==> config.mk <==
export PLATFORM = sky130hd
export DESIGN_NAME = nvsq_host
export DESIGN_NICKNAME = d
export VERILOG_FILES = /design/src/hw/nvsq_pkg.sv /design/src/hw/nvsq_sync.sv /design/src/hw/nvsq_host.sv
export SDC_FILE = /design/constraint.sdc
export NUM_CORES = 1
export LEC_CHECK = 0
export BUFFER_PORTS_ARGS = -buffer_cell sky130_fd_sc_hd__buf_2
export CORE_UTILIZATION = 34
export CTS_BUF_LIST = sky130_fd_sc_hd__clkbuf_8
export CTS_CLUSTER_DIAMETER = 60
export CTS_CLUSTER_SIZE = 12
export DETAILED_ROUTE_END_ITERATION = 6
export MAX_ROUTING_LAYER = met4
export PLACE_DENSITY = 0.64
export SLEW_MARGIN = 20
export SYNTH_ARGS = -nofsm -noshare
export SYNTH_HDL_FRONTEND = slang
export SYNTH_SLANG_ARGS = --single-unit
==> constraint.sdc <==
create_clock -name clk -period 3.9 [get_ports clk]
set_input_delay 0.78 -clock clk [delete_from_list [all_inputs] [get_ports clk]]
set_output_delay 0.78 -clock clk [all_outputs]
set_load 0.02 [all_outputs]
==> src/hw/nvsq_pkg.sv <==
// Package for the nonvolatile SRAM host controller: pins, commands, map, timing
package nvsq_pkg;

   // Software port map (word addresses)
   localparam logic [3:0] ADDR_CTRL = 4'h0;
   localparam logic [3:0] ADDR_ADDR = 4'h1;
   localparam logic [3:0] ADDR_WDATA = 4'h2;
   localparam logic [3:0] ADDR_STATUS = 4'h3;
   localparam logic [3:0] ADDR_RDATA = 4'h4;
   localparam logic [3:0] ADDR_SLEEP = 4'h5;

   // Command codes written to ADDR_CTRL bits 2:0
   localparam logic [2:0] CMD_READ = 3'h1;
   localparam logic [2:0] CMD_WRITE = 3'h2;
   localparam logic [2:0] CMD_SAVE = 3'h3;
   localparam logic [2:0] CMD_RESTORE = 3'h4;
   localparam logic [2:0] CMD_AS_OFF = 3'h5;
   localparam logic [2:0] CMD_AS_ON = 3'h6;

   // Field positions
   localparam int CTRL_BMASK_LO = 4;
   localparam int CTRL_BMASK_HI = 5;
   localparam int STAT_BUSY = 0;
   localparam int STAT_DEV_BUSY = 1;
   localparam int STAT_SLEEP = 2;

   // Special-function sequence addresses
   localparam logic [19:0] SEQ_A1 = 20'h04e38;
   localparam logic [19:0] SEQ_A2 = 20'h0b1c7;
   localparam logic [19:0] SEQ_A3 = 20'h083e0;
   localparam logic [19:0] SEQ_A4 = 20'h07c1f;
   localparam logic [19:0] SEQ_A5 = 20'h0703f;
   localparam logic [19:0] SEQ_SAVE = 20'h08fc0;
   localparam logic [19:0] SEQ_RESTORE = 20'h04c63;
   localparam logic [19:0] SEQ_AS_OFF = 20'h08b45;
   localparam logic [19:0] SEQ_AS_ON = 20'h04b46;

   // Timing
   localparam int CLK_MHZ = 100;
   localparam int ACCESS_NS = 50;
   localparam int ACCESS_CYC = (ACCESS_NS * CLK_MHZ + 999) / 1000;
   localparam int WAKE_US = 20;
   localparam int WAKE_CYC_DEF = WAKE_US * CLK_MHZ;
   localparam int POST_BUSY_NS = 20;
   localparam int POST_BUSY_CYC = (POST_BUSY_NS * CLK_MHZ + 999) / 1000;
   localparam int CNT_W = 24;
   localparam logic [CNT_W-1:0] CNT_ZERO = 24'h000000;
   localparam logic [15:0] DATA_RESET = 16'h0000;

   // Pins toward the memory
   typedef struct packed {
      logic first_select_n;
      logic second_select;
      logic write_n;
      logic output_en_n;
      logic upper_byte_sel_n;
      logic lower_byte_sel_n;
      logic sleep_request_n;
   } nvsq_ctl_t;

   localparam nvsq_ctl_t CTL_IDLE = '{1'b1, 1'b0, 1'b1, 1'b1, 1'b1, 1'b1, 1'b1};

endpackage : nvsq_pkg

==> src/hw/nvsq_sync.sv <==
// Two-flop synchroniser for one pin
module nvsq_sync (
   // Clock and reset
   input wire logic clk,
   input wire logic resetn,
   // Pin and synced level
   input wire logic pin,
   output logic level
);
   logic meta_q;
   logic meta_d;
   logic level_q;
   logic level_d;

   always_comb begin
      meta_d = pin;
      level_d = meta_q;
   end

   // Idle level of the pins watched is high
   always_ff @(posedge clk or negedge resetn) begin
      if (!resetn) begin
         meta_q <= 1'b1;
         level_q <= 1'b1;
      end else begin
         meta_q <= meta_d;
         level_q <= level_d;
      end
   end

   assign level = level_q;

endmodule : nvsq_sync

==> src/hw/nvsq_host.sv <==
// Host controller driving a nonvolatile SRAM through its pins
// What this block does
// - Sequence opens reads 4E38, B1C7, 83E0
// - Fourth read 7C1F, fifth 703F
// - Six addresses consecutive, listed order
// - Write strobe high across all six
// - Reads select- or output-enable-controlled
// - Save after changing auto-save setting (left to software; no save issued here)
// - Wait wake delay after sleep release (replaced by the post-busy delay if the device signals busy during the wait)
module nvsq_host #(
   parameter int WAKE_CYC = nvsq_pkg::WAKE_CYC_DEF
) (
   // Clock and reset
   input wire logic clk,
   input wire logic resetn,
   // Software port
   input wire logic [3:0] sw_addr,
   input wire logic [31:0] sw_wdata,
   input wire logic sw_wr,
   input wire logic sw_rd,
   output logic [31:0] sw_rdata,
   // Memory pins
   output nvsq_pkg::nvsq_ctl_t mem_ctl,
   output logic [19:0] mem_addr,
   input wire logic [15:0] mem_dq_in,
   output logic [15:0] mem_dq_out,
   output logic mem_dq_oe,
   input wire logic save_busy_n_in
);
   typedef enum logic [4:0] {
      ST_IDLE = 5'b00001,
      ST_SETUP = 5'b00010,
      ST_STROBE = 5'b00100,
      ST_GAP = 5'b01000,
      ST_WAIT = 5'b10000
   } nvsq_state_t;

   nvsq_state_t st_q, st_d;
   nvsq_pkg::nvsq_ctl_t ctl_q, ctl_d;
   logic [19:0] addr_q, addr_d;
   logic [19:0] op_addr_q, op_addr_d;
   logic [15:0] wdata_q, wdata_d;
   logic [15:0] rdata_q, rdata_d;
   logic [1:0] bmask_q, bmask_d;
   logic [2:0] cmd_q, cmd_d;
   logic [2:0] step_q, step_d;
   logic oe_q, oe_d;
   logic sleep_q, sleep_d;
   logic [nvsq_pkg::CNT_W-1:0] cnt_q, cnt_d;
   logic [31:0] sw_rdata_q, sw_rdata_d;
   logic busy_sync;

   nvsq_sync u_busy_sync (
      .clk(clk),
      .resetn(resetn),
      .pin(save_busy_n_in),
      .level(busy_sync)
   );

   // Sequence address for a step; the sixth depends on the command
   function automatic logic [19:0] seq_addr(input logic [2:0] step, input logic [2:0] cmd);
      case (step)
         3'h0: seq_addr = nvsq_pkg::SEQ_A1;
         3'h1: seq_addr = nvsq_pkg::SEQ_A2;
         3'h2: seq_addr = nvsq_pkg::SEQ_A3;
         3'h3: seq_addr = nvsq_pkg::SEQ_A4;
         3'h4: seq_addr = nvsq_pkg::SEQ_A5;
         default: begin
            if (cmd == nvsq_pkg::CMD_SAVE) seq_addr = nvsq_pkg::SEQ_SAVE;
            else if (cmd == nvsq_pkg::CMD_RESTORE) seq_addr = nvsq_pkg::SEQ_RESTORE;
            else if (cmd == nvsq_pkg::CMD_AS_OFF) seq_addr = nvsq_pkg::SEQ_AS_OFF;
            else seq_addr = nvsq_pkg::SEQ_AS_ON;
         end
      endcase
   endfunction : seq_addr

   function automatic logic is_seq(input logic [2:0] cmd);
      is_seq = (cmd >= nvsq_pkg::CMD_SAVE) && (cmd <= nvsq_pkg::CMD_AS_ON);
   endfunction : is_seq

   wire logic cmd_go = sw_wr && (sw_addr == nvsq_pkg::ADDR_CTRL) && (st_q == ST_IDLE)
      && !sleep_q;

   always_comb begin
      st_d = st_q;
      ctl_d = ctl_q;
      addr_d = addr_q;
      op_addr_d = op_addr_q;
      wdata_d = wdata_q;
      rdata_d = rdata_q;
      bmask_d = bmask_q;
      cmd_d = cmd_q;
      step_d = step_q;
      oe_d = oe_q;
      sleep_d = sleep_q;
      cnt_d = cnt_q;
      // Software register writes
      if (sw_wr && st_q == ST_IDLE) begin
         if (sw_addr == nvsq_pkg::ADDR_ADDR) begin
            op_addr_d = sw_wdata[19:0];
         end else if (sw_addr == nvsq_pkg::ADDR_WDATA) begin
            wdata_d = sw_wdata[15:0];
         end else if (sw_addr == nvsq_pkg::ADDR_SLEEP) begin
            // Sleep entry and release; release is followed by the wake wait
            if (sw_wdata[0] && !sleep_q) begin
               sleep_d = 1'b1;
               ctl_d = nvsq_pkg::CTL_IDLE;
               ctl_d.sleep_request_n = 1'b0;
            end else if (!sw_wdata[0] && sleep_q) begin
               sleep_d = 1'b0;
               ctl_d.sleep_request_n = 1'b1;
               cnt_d = nvsq_pkg::CNT_W'(WAKE_CYC);
               st_d = ST_WAIT;
            end
         end
      end
      case (st_q)
         ST_IDLE: begin
            // While sleeping no access is started at all
            if (cmd_go) begin
               cmd_d = sw_wdata[2:0];
               bmask_d = {sw_wdata[nvsq_pkg::CTRL_BMASK_HI], sw_wdata[nvsq_pkg::CTRL_BMASK_LO]};
               step_d = 3'h0;
               if (sw_wdata[2:0] == nvsq_pkg::CMD_READ
                   || sw_wdata[2:0] == nvsq_pkg::CMD_WRITE || is_seq(sw_wdata[2:0])) begin
                  st_d = ST_SETUP;
               end
            end
         end
         ST_SETUP: begin
            // Address settles before select; write strobe stays high for reads
            addr_d = is_seq(cmd_q) ? seq_addr(step_q, cmd_q) : op_addr_q;
            ctl_d.first_select_n = 1'b1;
            ctl_d.second_select = 1'b0;
            ctl_d.write_n = 1'b1;
            ctl_d.output_en_n = 1'b1;
            ctl_d.upper_byte_sel_n = is_seq(cmd_q) ? 1'b0 : !bmask_q[1];
            ctl_d.lower_byte_sel_n = is_seq(cmd_q) ? 1'b0 : !bmask_q[0];
            oe_d = (cmd_q == nvsq_pkg::CMD_WRITE);
            cnt_d = nvsq_pkg::CNT_W'(nvsq_pkg::ACCESS_CYC);
            st_d = ST_STROBE;
         end
         ST_STROBE: begin
            // Select-controlled cycle: both selects asserted together
            ctl_d.first_select_n = 1'b0;
            ctl_d.second_select = 1'b1;
            ctl_d.write_n = (cmd_q == nvsq_pkg::CMD_WRITE) ? 1'b0 : 1'b1;
            ctl_d.output_en_n = (cmd_q == nvsq_pkg::CMD_WRITE);
            if (cnt_q != nvsq_pkg::CNT_ZERO) begin
               cnt_d = cnt_q - 1'b1;
            end else begin
               if (cmd_q != nvsq_pkg::CMD_WRITE) begin
                  rdata_d = mem_dq_in;
               end
               ctl_d = nvsq_pkg::CTL_IDLE;
               oe_d = 1'b0;
               st_d = ST_GAP;
            end
         end
         ST_GAP: begin
            // No other access is let in between the six sequence reads
            if (is_seq(cmd_q) && step_q != 3'h5) begin
               step_d = step_q + 3'h1;
               st_d = ST_SETUP;
            end else begin
               cnt_d = nvsq_pkg::CNT_W'(nvsq_pkg::POST_BUSY_CYC);
               st_d = ST_WAIT;
            end
         end
         ST_WAIT: begin
            // Hold off while the device signals busy, then the post-busy delay
            if (!busy_sync) begin
               cnt_d = nvsq_pkg::CNT_W'(nvsq_pkg::POST_BUSY_CYC);
            end else if (cnt_q != nvsq_pkg::CNT_ZERO) begin
               cnt_d = cnt_q - 1'b1;
            end else begin
               // A changed auto-save setting needs a save to persist; software issues it
               st_d = ST_IDLE;
            end
         end
         default: st_d = ST_IDLE;
      endcase
   end

   always_comb begin
      sw_rdata_d = 32'h00000000;
      if (sw_rd) begin
         if (sw_addr == nvsq_pkg::ADDR_ADDR) begin
            sw_rdata_d = {12'h000, op_addr_q};
         end else if (sw_addr == nvsq_pkg::ADDR_WDATA) begin
            sw_rdata_d = {16'h0000, wdata_q};
         end else if (sw_addr == nvsq_pkg::ADDR_STATUS) begin
            sw_rdata_d[nvsq_pkg::STAT_BUSY] = (st_q != ST_IDLE);
            sw_rdata_d[nvsq_pkg::STAT_DEV_BUSY] = !busy_sync;
            sw_rdata_d[nvsq_pkg::STAT_SLEEP] = sleep_q;
         end else if (sw_addr == nvsq_pkg::ADDR_RDATA) begin
            sw_rdata_d = {16'h0000, rdata_q};
         end else if (sw_addr == nvsq_pkg::ADDR_SLEEP) begin
            sw_rdata_d = {31'h00000000, sleep_q};
         end
      end
   end

   always_ff @(posedge clk or negedge resetn) begin
      if (!resetn) begin
         st_q <= ST_IDLE;
         ctl_q <= nvsq_pkg::CTL_IDLE;
         addr_q <= 20'h00000;
         op_addr_q <= 20'h00000;
         wdata_q <= nvsq_pkg::DATA_RESET;
         rdata_q <= nvsq_pkg::DATA_RESET;
         bmask_q <= 2'h0;
         cmd_q <= 3'h0;
         step_q <= 3'h0;
         oe_q <= 1'b0;
         sleep_q <= 1'b0;
         cnt_q <= nvsq_pkg::CNT_ZERO;
         sw_rdata_q <= 32'h00000000;
      end else begin
         st_q <= st_d;
         ctl_q <= ctl_d;
         addr_q <= addr_d;
         op_addr_q <= op_addr_d;
         wdata_q <= wdata_d;
         rdata_q <= rdata_d;
         bmask_q <= bmask_d;
         cmd_q <= cmd_d;
         step_q <= step_d;
         oe_q <= oe_d;
         sleep_q <= sleep_d;
         cnt_q <= cnt_d;
         sw_rdata_q <= sw_rdata_d;
      end
   end

   assign mem_ctl = ctl_q;
   assign mem_addr = addr_q;
   assign mem_dq_out = wdata_q;
   assign mem_dq_oe = oe_q;
   assign sw_rdata = sw_rdata_q;

   property p_select_pair;
      @(posedge clk) disable iff (!resetn)
      (mem_ctl.first_select_n == 1'b0) |-> (mem_ctl.second_select == 1'b1);
   endproperty
   a_select_pair: assert property (p_select_pair)
      else $error("first select low without second select high");
   property p_seq_no_write;
      @(posedge clk) disable iff (!resetn)
      (is_seq(cmd_q) && st_q != ST_IDLE) |-> mem_ctl.write_n;
   endproperty
   a_seq_no_write: assert property (p_seq_no_write)
      else $error("write strobe low during sequence");
   property p_sleep_quiet;
      @(posedge clk) disable iff (!resetn)
      (!mem_ctl.sleep_request_n) |-> mem_ctl.first_select_n;
   endproperty
   a_sleep_quiet: assert property (p_sleep_quiet)
      else $error("access while sleep pin low");
   property p_seq_first;
      @(posedge clk) disable iff (!resetn)
      (st_q == ST_STROBE && is_seq(cmd_q) && step_q == 3'h0) |-> mem_addr == nvsq_pkg::SEQ_A1;
   endproperty
   a_seq_first: assert property (p_seq_first)
      else $error("sequence does not open at first address");
   property p_wake_wait;
      @(posedge clk) disable iff (!resetn)
      $rose(mem_ctl.sleep_request_n) |-> st_q == ST_WAIT;
   endproperty
   a_wake_wait: assert property (p_wake_wait)
      else $error("no wake wait after sleep release");
   property p_seq_fourth;
      @(posedge clk) disable iff (!resetn)
      (st_q == ST_STROBE && is_seq(cmd_q) && step_q == 3'h3) |-> mem_addr == nvsq_pkg::SEQ_A4;
   endproperty
   a_seq_fourth: assert property (p_seq_fourth)
      else $error("fourth sequence address wrong");
   property p_busy_hold;
      @(posedge clk) disable iff (!resetn)
      (st_q == ST_WAIT && !busy_sync) |=> st_q == ST_WAIT;
   endproperty
   a_busy_hold: assert property (p_busy_hold)
      else $error("left wait while device busy");
   property p_oe_write;
      @(posedge clk) disable iff (!resetn)
      (mem_dq_oe) |-> cmd_q == nvsq_pkg::CMD_WRITE;
   endproperty
   a_oe_write: assert property (p_oe_write)
      else $error("data driven outside a write");

endmodule : nvsq_host

==> flow_summary_export.csv, run 1 <==
group,metric,value,unit
floorplan,rows,51,
synth,synth_top_flop_cell,"dfrtp_1",
global_routing,grtUsageMet1,0.228,
setup_path,r2r_start,"cnt_q[4]$_DFF_PN0_",
layout,final_common_cell,"dfrtp_1",
timing,worstMarginPinSlew,1010,ps
synth,ys_async_sr_fraction,1.00,
placement,dp_slack,1020,ps
timing,fin_hold_ws,352,ps
global_routing,gr-total-overflow,0,
synth,syn_avg_cell_area,11.0,µm²
setup_path,crit_type,"reg2reg",
floorplan,die_w,145,µm
power,leakage,3.73,nW
global_routing,grt_pass1_vias,4992,
setup_path,critPathLaunchType,"flop",
global_routing,antenna_found_initial,0,
setup_path,rrSetupSlack,1020,ps
floorplan,initial_utilization,0.352,
layout,syn_to_final_growth,15.6,%
routing,drc,0,
clock_network,insertion_delay,450,ps
global_routing,grt_pass1_wl,26500,µm
run,maxCapViolations,0,
routing,drt-vias-per-instance,5.25,
routing,drt_iter0_drc,407,
setup_path,regToRegEndpoint,"rdata_q[0]$_DFFE_PN0P_",
layout,drive_above_1_share,0.316,
min_path,hold_path.class,"in2async",
power,ir_drop,0.363,mV
timing,period_minus_slack,2880,ps
layout,layout_common_cells,"dfrtp_1, buf_2, mux2_2, o21ai_0, nand2_1",
layout,post-route-util,0.406,
placement,place_area,7660,µm²
placement,dp_hpwl,11600,µm
synth,netlist_area,6930,µm²
global_routing,grt.met3_usage,0.0398,
layout,fin_nets,796,
clock_network,post_cts_resized,0,
floorplan,dieArea,21000,µm²
placement,place_congestion,0.838,
synth,ys_types,80,
power,pwr_density_cell,596,nW/µm²
global_routing,use_met2,0.250,
routing,ant_nets,0,
clock_network,clockRootBuffer,"clkbuf_8",
timing,hold_viol_final,0,
timing,fin_skew,16.1,ps
timing,fin_ws,1020,ps
synth,ys_ff_latch,140,
clock_network,cts_tree,"done",
setup_path,cp-startpoint,"cnt_q[4]$_DFF_PN0_",
timing,rsz0062_at_grt,"no",
global_routing,track_usage,0.171,
global_routing,busiest_layer,"met2",
floorplan,core_area,19700,µm²
synth,ys_seq_area_frac,0.507,
placement,placed_cells,976,
outcome,status,"finished clean",
global_routing,grt_max_degree,77,
setup_path,required,4230,ps
synth,syn_inst,631,
timing,fin_tns_setup,0,ps
synth,synth-edff-count,0,
timing,timing.fmax,0.347,GHz
timing,setup_violations,0,
routing,wl_per_cell,16.7,µm
setup_path,path_max_fanout,16,
clock_network,cts_buffers,17,
routing,vias,5294,
timing,timing.final.crit_share,0.738,
clock_network,postCtsHoldBufs,0,
clock_network,cts.sinks,140,
timing,slew_headroom,0.330,
floorplan,die_h,145,µm
setup_path,crit_arrival,3210,ps
layout,final_cells,1008,
timing,slew_viol_final,0,
routing,first_pass_iters,7,
placement,port_buffers,108,
floorplan,ios,133,
synth,synth_warnings,0,
clock_network,clk_pin_slew,90,ps
routing,wirelength,16800,µm
setup_path,end_kind,"flop",
layout,final_cell_area,8010,µm²
setup_path,worst_r2r_path_depth,5,
layout,n_antenna_cell,0,
clock_network,htreeDepth,4,
setup_path,crit_end,"rdata_q[0]$_DFFE_PN0P_",
clock_network,cts_buffer_depth,2,
power,power,4.77,mW
clock_network,cts_setup_buffers,0,
synth_stat cells (9+ instances only):
master / instances / area, µm²
clkbuf_1: 24 / 90.1
o21ai_0: 34 / 170
nor2_1: 29 / 109
inv_1: 28 / 105
a21oi_1: 19 / 95.1
nand3_1: 23 / 115
nor2b_1: 18 / 113
ha_1: 9 / 113
nand2_1: 33 / 124
mux2_4: 10 / 150
a31oi_1: 10 / 62.6
or3_1: 11 / 68.8
mux2_2: 47 / 529
dfrtp_1: 131 / 3280
nor3_1: 16 / 80.1
a222oi_1: 15 / 150
dfstp_2: 9 / 236
buf_4: 12 / 90.1
worst min path at each step:
stage	cells after the start	start	slack, ps	end
after floorplan	0	u_busy_sync.level_d$_DFF_PN1_	350	u_busy_sync.level$_DFF_PN1_
after global placement	0	u_busy_sync.level_d$_DFF_PN1_	350	u_busy_sync.level$_DFF_PN1_
after detailed placement	0	u_busy_sync.level_d$_DFF_PN1_	350	u_busy_sync.level$_DFF_PN1_
after CTS	1	resetn	350	sw_rdata[14]$_DFF_PN0_
after global routing	1	resetn	370	sw_rdata[19]$_DFF_PN0_
final	1	resetn	350	sw_rdata[14]$_DFF_PN0_
routing by layer:
| metal | part of all wire | wire length (µm) | vias up |
|---|---|---|---|
| met4 | 0.013 | 212 | 0 |
| met2 | 0.47 | 7870 | 144 |
| met1 | 0.47 | 7870 | 2607 |
| li1 | - | - | 2531 |
| met5 | 0 | 0 | - |
| met3 | 0.051 | 862 | 12 |
power by group:
| group | leakage, nW | total, mW | internal, mW | switching (mW) |
|---|---|---|---|---|
| Sequential | 1.78 | 2.27 | 1.87 | 0.398 |
| Clock | 0.196 | 1.08 | 0.512 | 0.569 |
| Combinational | 1.75 | 1.42 | 0.584 | 0.837 |
worst max-delay path, stage by stage (launching register included):
cell and delay (ps):
dfrtp_1 470, nor4_4 430, nand4_4 230, or3_1 570
nor2_4 650, mux2_2 410
logic make-up after synthesis:
logic type,synth area share
flops,0.507
other cells,0.000541
xor+xnor,0.00126
mux,0.101
simple gates,0.155
compound gates,0.164
buf+inv,0.0549
fa+ha+maj,0.0162
registers in the layout, indices dropped and copies added (netlist names):
signal               flops
sleep_q                  1
mem_addr                20
rdata_q                 16
u_busy_sync.level        1
sw_rdata                20
mem_dq_out              16
st_q                     5
step_q                   3
op_addr_q               20
cnt_q                   24
bmask_q                  2
cmd_q                    3
u_busy_sync.level_d      1
mem_dq_oe                1
mem_ctl                  7
cell type report:
cell class	count	area, µm²
fill	1900	11700
sequential	140	3510
multi-input combinational	427	3090
timing repair buffer	116	619
tap	265	332
clock buffer	18	248
clock inverter	14	109
inverter	28	105
Note: power is estimated with default switching activity, not from simulation.
==> run 2, diff against run 1 <==
Settings changed: ABC_AREA from default to 1.
Clock period 3.9 ns to 2.8 ns, I/O delays scaled along.
==> flow_summary_export.csv, run 2 <==
group,metric,value,unit
timing,setup_violations,0,
timing,hold_viol_final,0,
placement,place_congestion,0.905,
synth,synth_top_area_frac,0.458,
synth,ys_seq_area_frac,0.491,
clock_network,insertion_delay,460,ps
floorplan,rows,52,
routing,ant_nets,0,
floorplan,die_h,147,µm
synth,yosys.area.top_type,"dfrtp_1",
timing,slew_headroom,0.421,
routing,first_pass_iters,5,
timing,slew_viol_final,0,
synth,synth_top_flop_cell,"dfrtp_1",
floorplan,die_w,147,µm
setup_path,end_kind,"flop",
synth,ys_top_cells_by_area,"dfrtp_1, nand2_1, inv_1, o21ai_0, nor2_1",
routing,drt_iter0_drc,360,
synth,synth.most_common_cell,"nand2_1",
placement,dp_hpwl,14100,µm
layout,fin_nets,1088,
placement,placed_cells,1273,
routing,wirelength,19000,µm
power,combPwrFrac,0.316,
synth,synth-edff-count,0,
layout,drive_above_1_share,0.199,
setup_path,path_max_fanout,32,
global_routing,gr-total-overflow,0,
layout,final_cells,1308,
setup_path,critPathLaunchType,"flop",
floorplan,core_area,20400,µm²
global_routing,grt_pass1_vias,5971,
layout,largest_register_ff_count,24,
power,power,7.01,mW
power,swShare,0.411,
setup_path,r2r_start,"st_q[0]$_DFF_PN1_",
synth,ys_async_sr_fraction,1.00,
power,power.switching,2.88,mW
layout,syn_to_final_growth,16.5,%
floorplan,dieArea,21600,µm²
timing,period_minus_slack,2170,ps
synth,ys_types,43,
run,maxCapViolations,0,
power,pwr_density_cell,840,nW/µm²
routing,vias,6155,
setup_path,cp-startpoint,"st_q[0]$_DFF_PN1_",
synth,netlist_area,7160,µm²
power,leakage,4.54,nW
timing,timing.final.crit_share,0.774,
clock_network,htreeDepth,4,
power,power.share.clock,0.242,
clock_network,clk_pin_slew,90,ps
clock_network,cts.sinks,140,
global_routing,grt_max_degree,60,
power,p_int,4.13,mW
synth,syn_inst,911,
global_routing,grt_pass1_wl,30400,µm
setup_path,regToRegEndpoint,"mem_dq_out[8]$_DFFE_PN0P_",
timing,fin_hold_ws,55.2,ps
clock_network,post_cts_resized,0,
layout,largest-register,"cnt_q",
setup_path,crit_type,"reg2reg",
setup_path,crit_arrival,2520,ps
placement,port_buffers,108,
outcome,status,"finished clean",
layout,final_common_cell,"nand2_1",
layout,layout_common_cells,"nand2_1, dfrtp_1, inv_1, buf_2, nor2_1",
synth,ys_ff_latch,140,
synth,syn_avg_cell_area,7.86,µm²
floorplan,initial_utilization,0.351,
floorplan,ios,133,
timing,rsz0062_at_grt,"no",
timing,timing.fmax,0.461,GHz
synth,synth_warnings,0,
power,ir_drop,0.450,mV
global_routing,antenna_found_initial,3,
min_path,hold_path.class,"in2async",
timing,worstMarginPinSlew,867,ps
clock_network,postCtsHoldBufs,0,
timing,fin_skew,13.1,ps
routing,wl_per_cell,14.5,µm
clock_network,cts_tree,"done",
routing,drc,0,
clock_network,cts_buffers,17,
clock_network,clockRootBuffer,"clkbuf_8",
setup_path,required,3150,ps
layout,fillers,2104,
global_routing,track_usage,0.186,
synth,synthTopCellsByCount,"nand2_1, dfrtp_1, inv_1, nor2_1, o21ai_0",
setup_path,rrSetupSlack,630,ps
power,seq_power_share,0.443,
routing,drt-vias-per-instance,4.71,
timing,fin_tns_setup,0,ps
clock_network,cts_buffer_depth,2,
clock_network,cts_setup_buffers,0,
setup_path,worst_r2r_path_depth,6,
-- run 2: cell types whose count changed after synthesis, moves of 11 or more --
cell	delta
inv_1	+91
nor2_1	+45
a222oi_1	-15
nor2b_1	-18
or3_1	-11
o21ai_2	+16
mux2_2	-47
clkbuf_1	-18
nand2_1	+247
nand3_1	+24
o21ai_0	+38
nor3_1	-12
-- run 2: layout make-up --
cell class / count / area, µm² / share of cell area
well taps: 270 / 338 / 0.0405
multi-input cells: 622 / 3000 / 0.360
diodes: 3 / 7.51 / 0.000900
flip-flops and latches: 140 / 3510 / 0.421
clock buffers: 17 / 234 / 0.0280
inverters: 126 / 473 / 0.0567
clock inverters: 15 / 163 / 0.0195
repair buffers: 115 / 612 / 0.0733
-- run 2: how the worst max path moves through the flow --
stage | to | slack [ps] | cells past startpoint
4_1_cts | mem_dq_out[8]$_DFFE_PN0P_ | 640 | 6
6_report | mem_dq_out[8]$_DFFE_PN0P_ | 630 | 6
2_1_floorplan | cnt_q[14]$_DFF_PN0_ | 1190 | 11
5_1_grt | mem_dq_out[8]$_DFFE_PN0P_ | 400 | 6
3_3_place_gp | op_addr_q[19]$_DFFE_PN0P_ | 630 | 9
3_5_place_dp | op_addr_q[16]$_DFFE_PN0P_ | 560 | 9
-- run 2: critical path, stage by stage, from the launching register on --
cell     delay (ps)
dfstp_2         600
inv_2            50
nor2_2          120
nand4_2         180
inv_2           170
nand2_1         520
o21ai_0         410
-- run 2: per-layer routing --
layer | vias up | GRT usage | wire, µm | share of wire
li1 | 3096 | - | - | -
met1 | 2879 | 0.226 | 8310 | 0.44
met2 | 155 | 0.302 | 9210 | 0.49
met3 | 25 | 0.0503 | 1130 | 0.059
met4 | 0 | 0.0572 | 324 | 0.017
met5 | - | - | 0 | 0
-- run 2: power groups by stage --
stage | combinational (mW) | sequential, mW | clock [mW]
detailed placement | 2.22 | 3.13 | 0
finish | 2.21 | 3.10 | 1.69
global placement | 2.17 | 3.13 | 0
floorplan | 1.38 | 3.20 | 0
CTS | 2.23 | 3.10 | 1.73
global route | 2.51 | 3.18 | 1.82
-- run 2: cells by family (layout without fill, tap and decap cells) --
kind of cell	Yosys count	count (layout)	synth area share
adder cells (fa/ha/maj)	9	9	0.0157
AND/OR/NAND/NOR	452	452	0.272
other	1	15	0.000524
AO/OA/AOI/OAI	146	146	0.122
XOR/XNOR	3	3	0.00367
flip-flops	140	140	0.491
buffers and inverters	160	273	0.0956
-- run 2: stage by stage --
stage                     setup WS [ps]  utilization  instance area, µm²
after detailed placement            556        0.389                7940
after global routing                396        0.409                8350
after CTS                           637        0.408                8340
final                               632        0.409                8350
after global placement              630        0.389                7940
after floorplan                    1190            -                7200
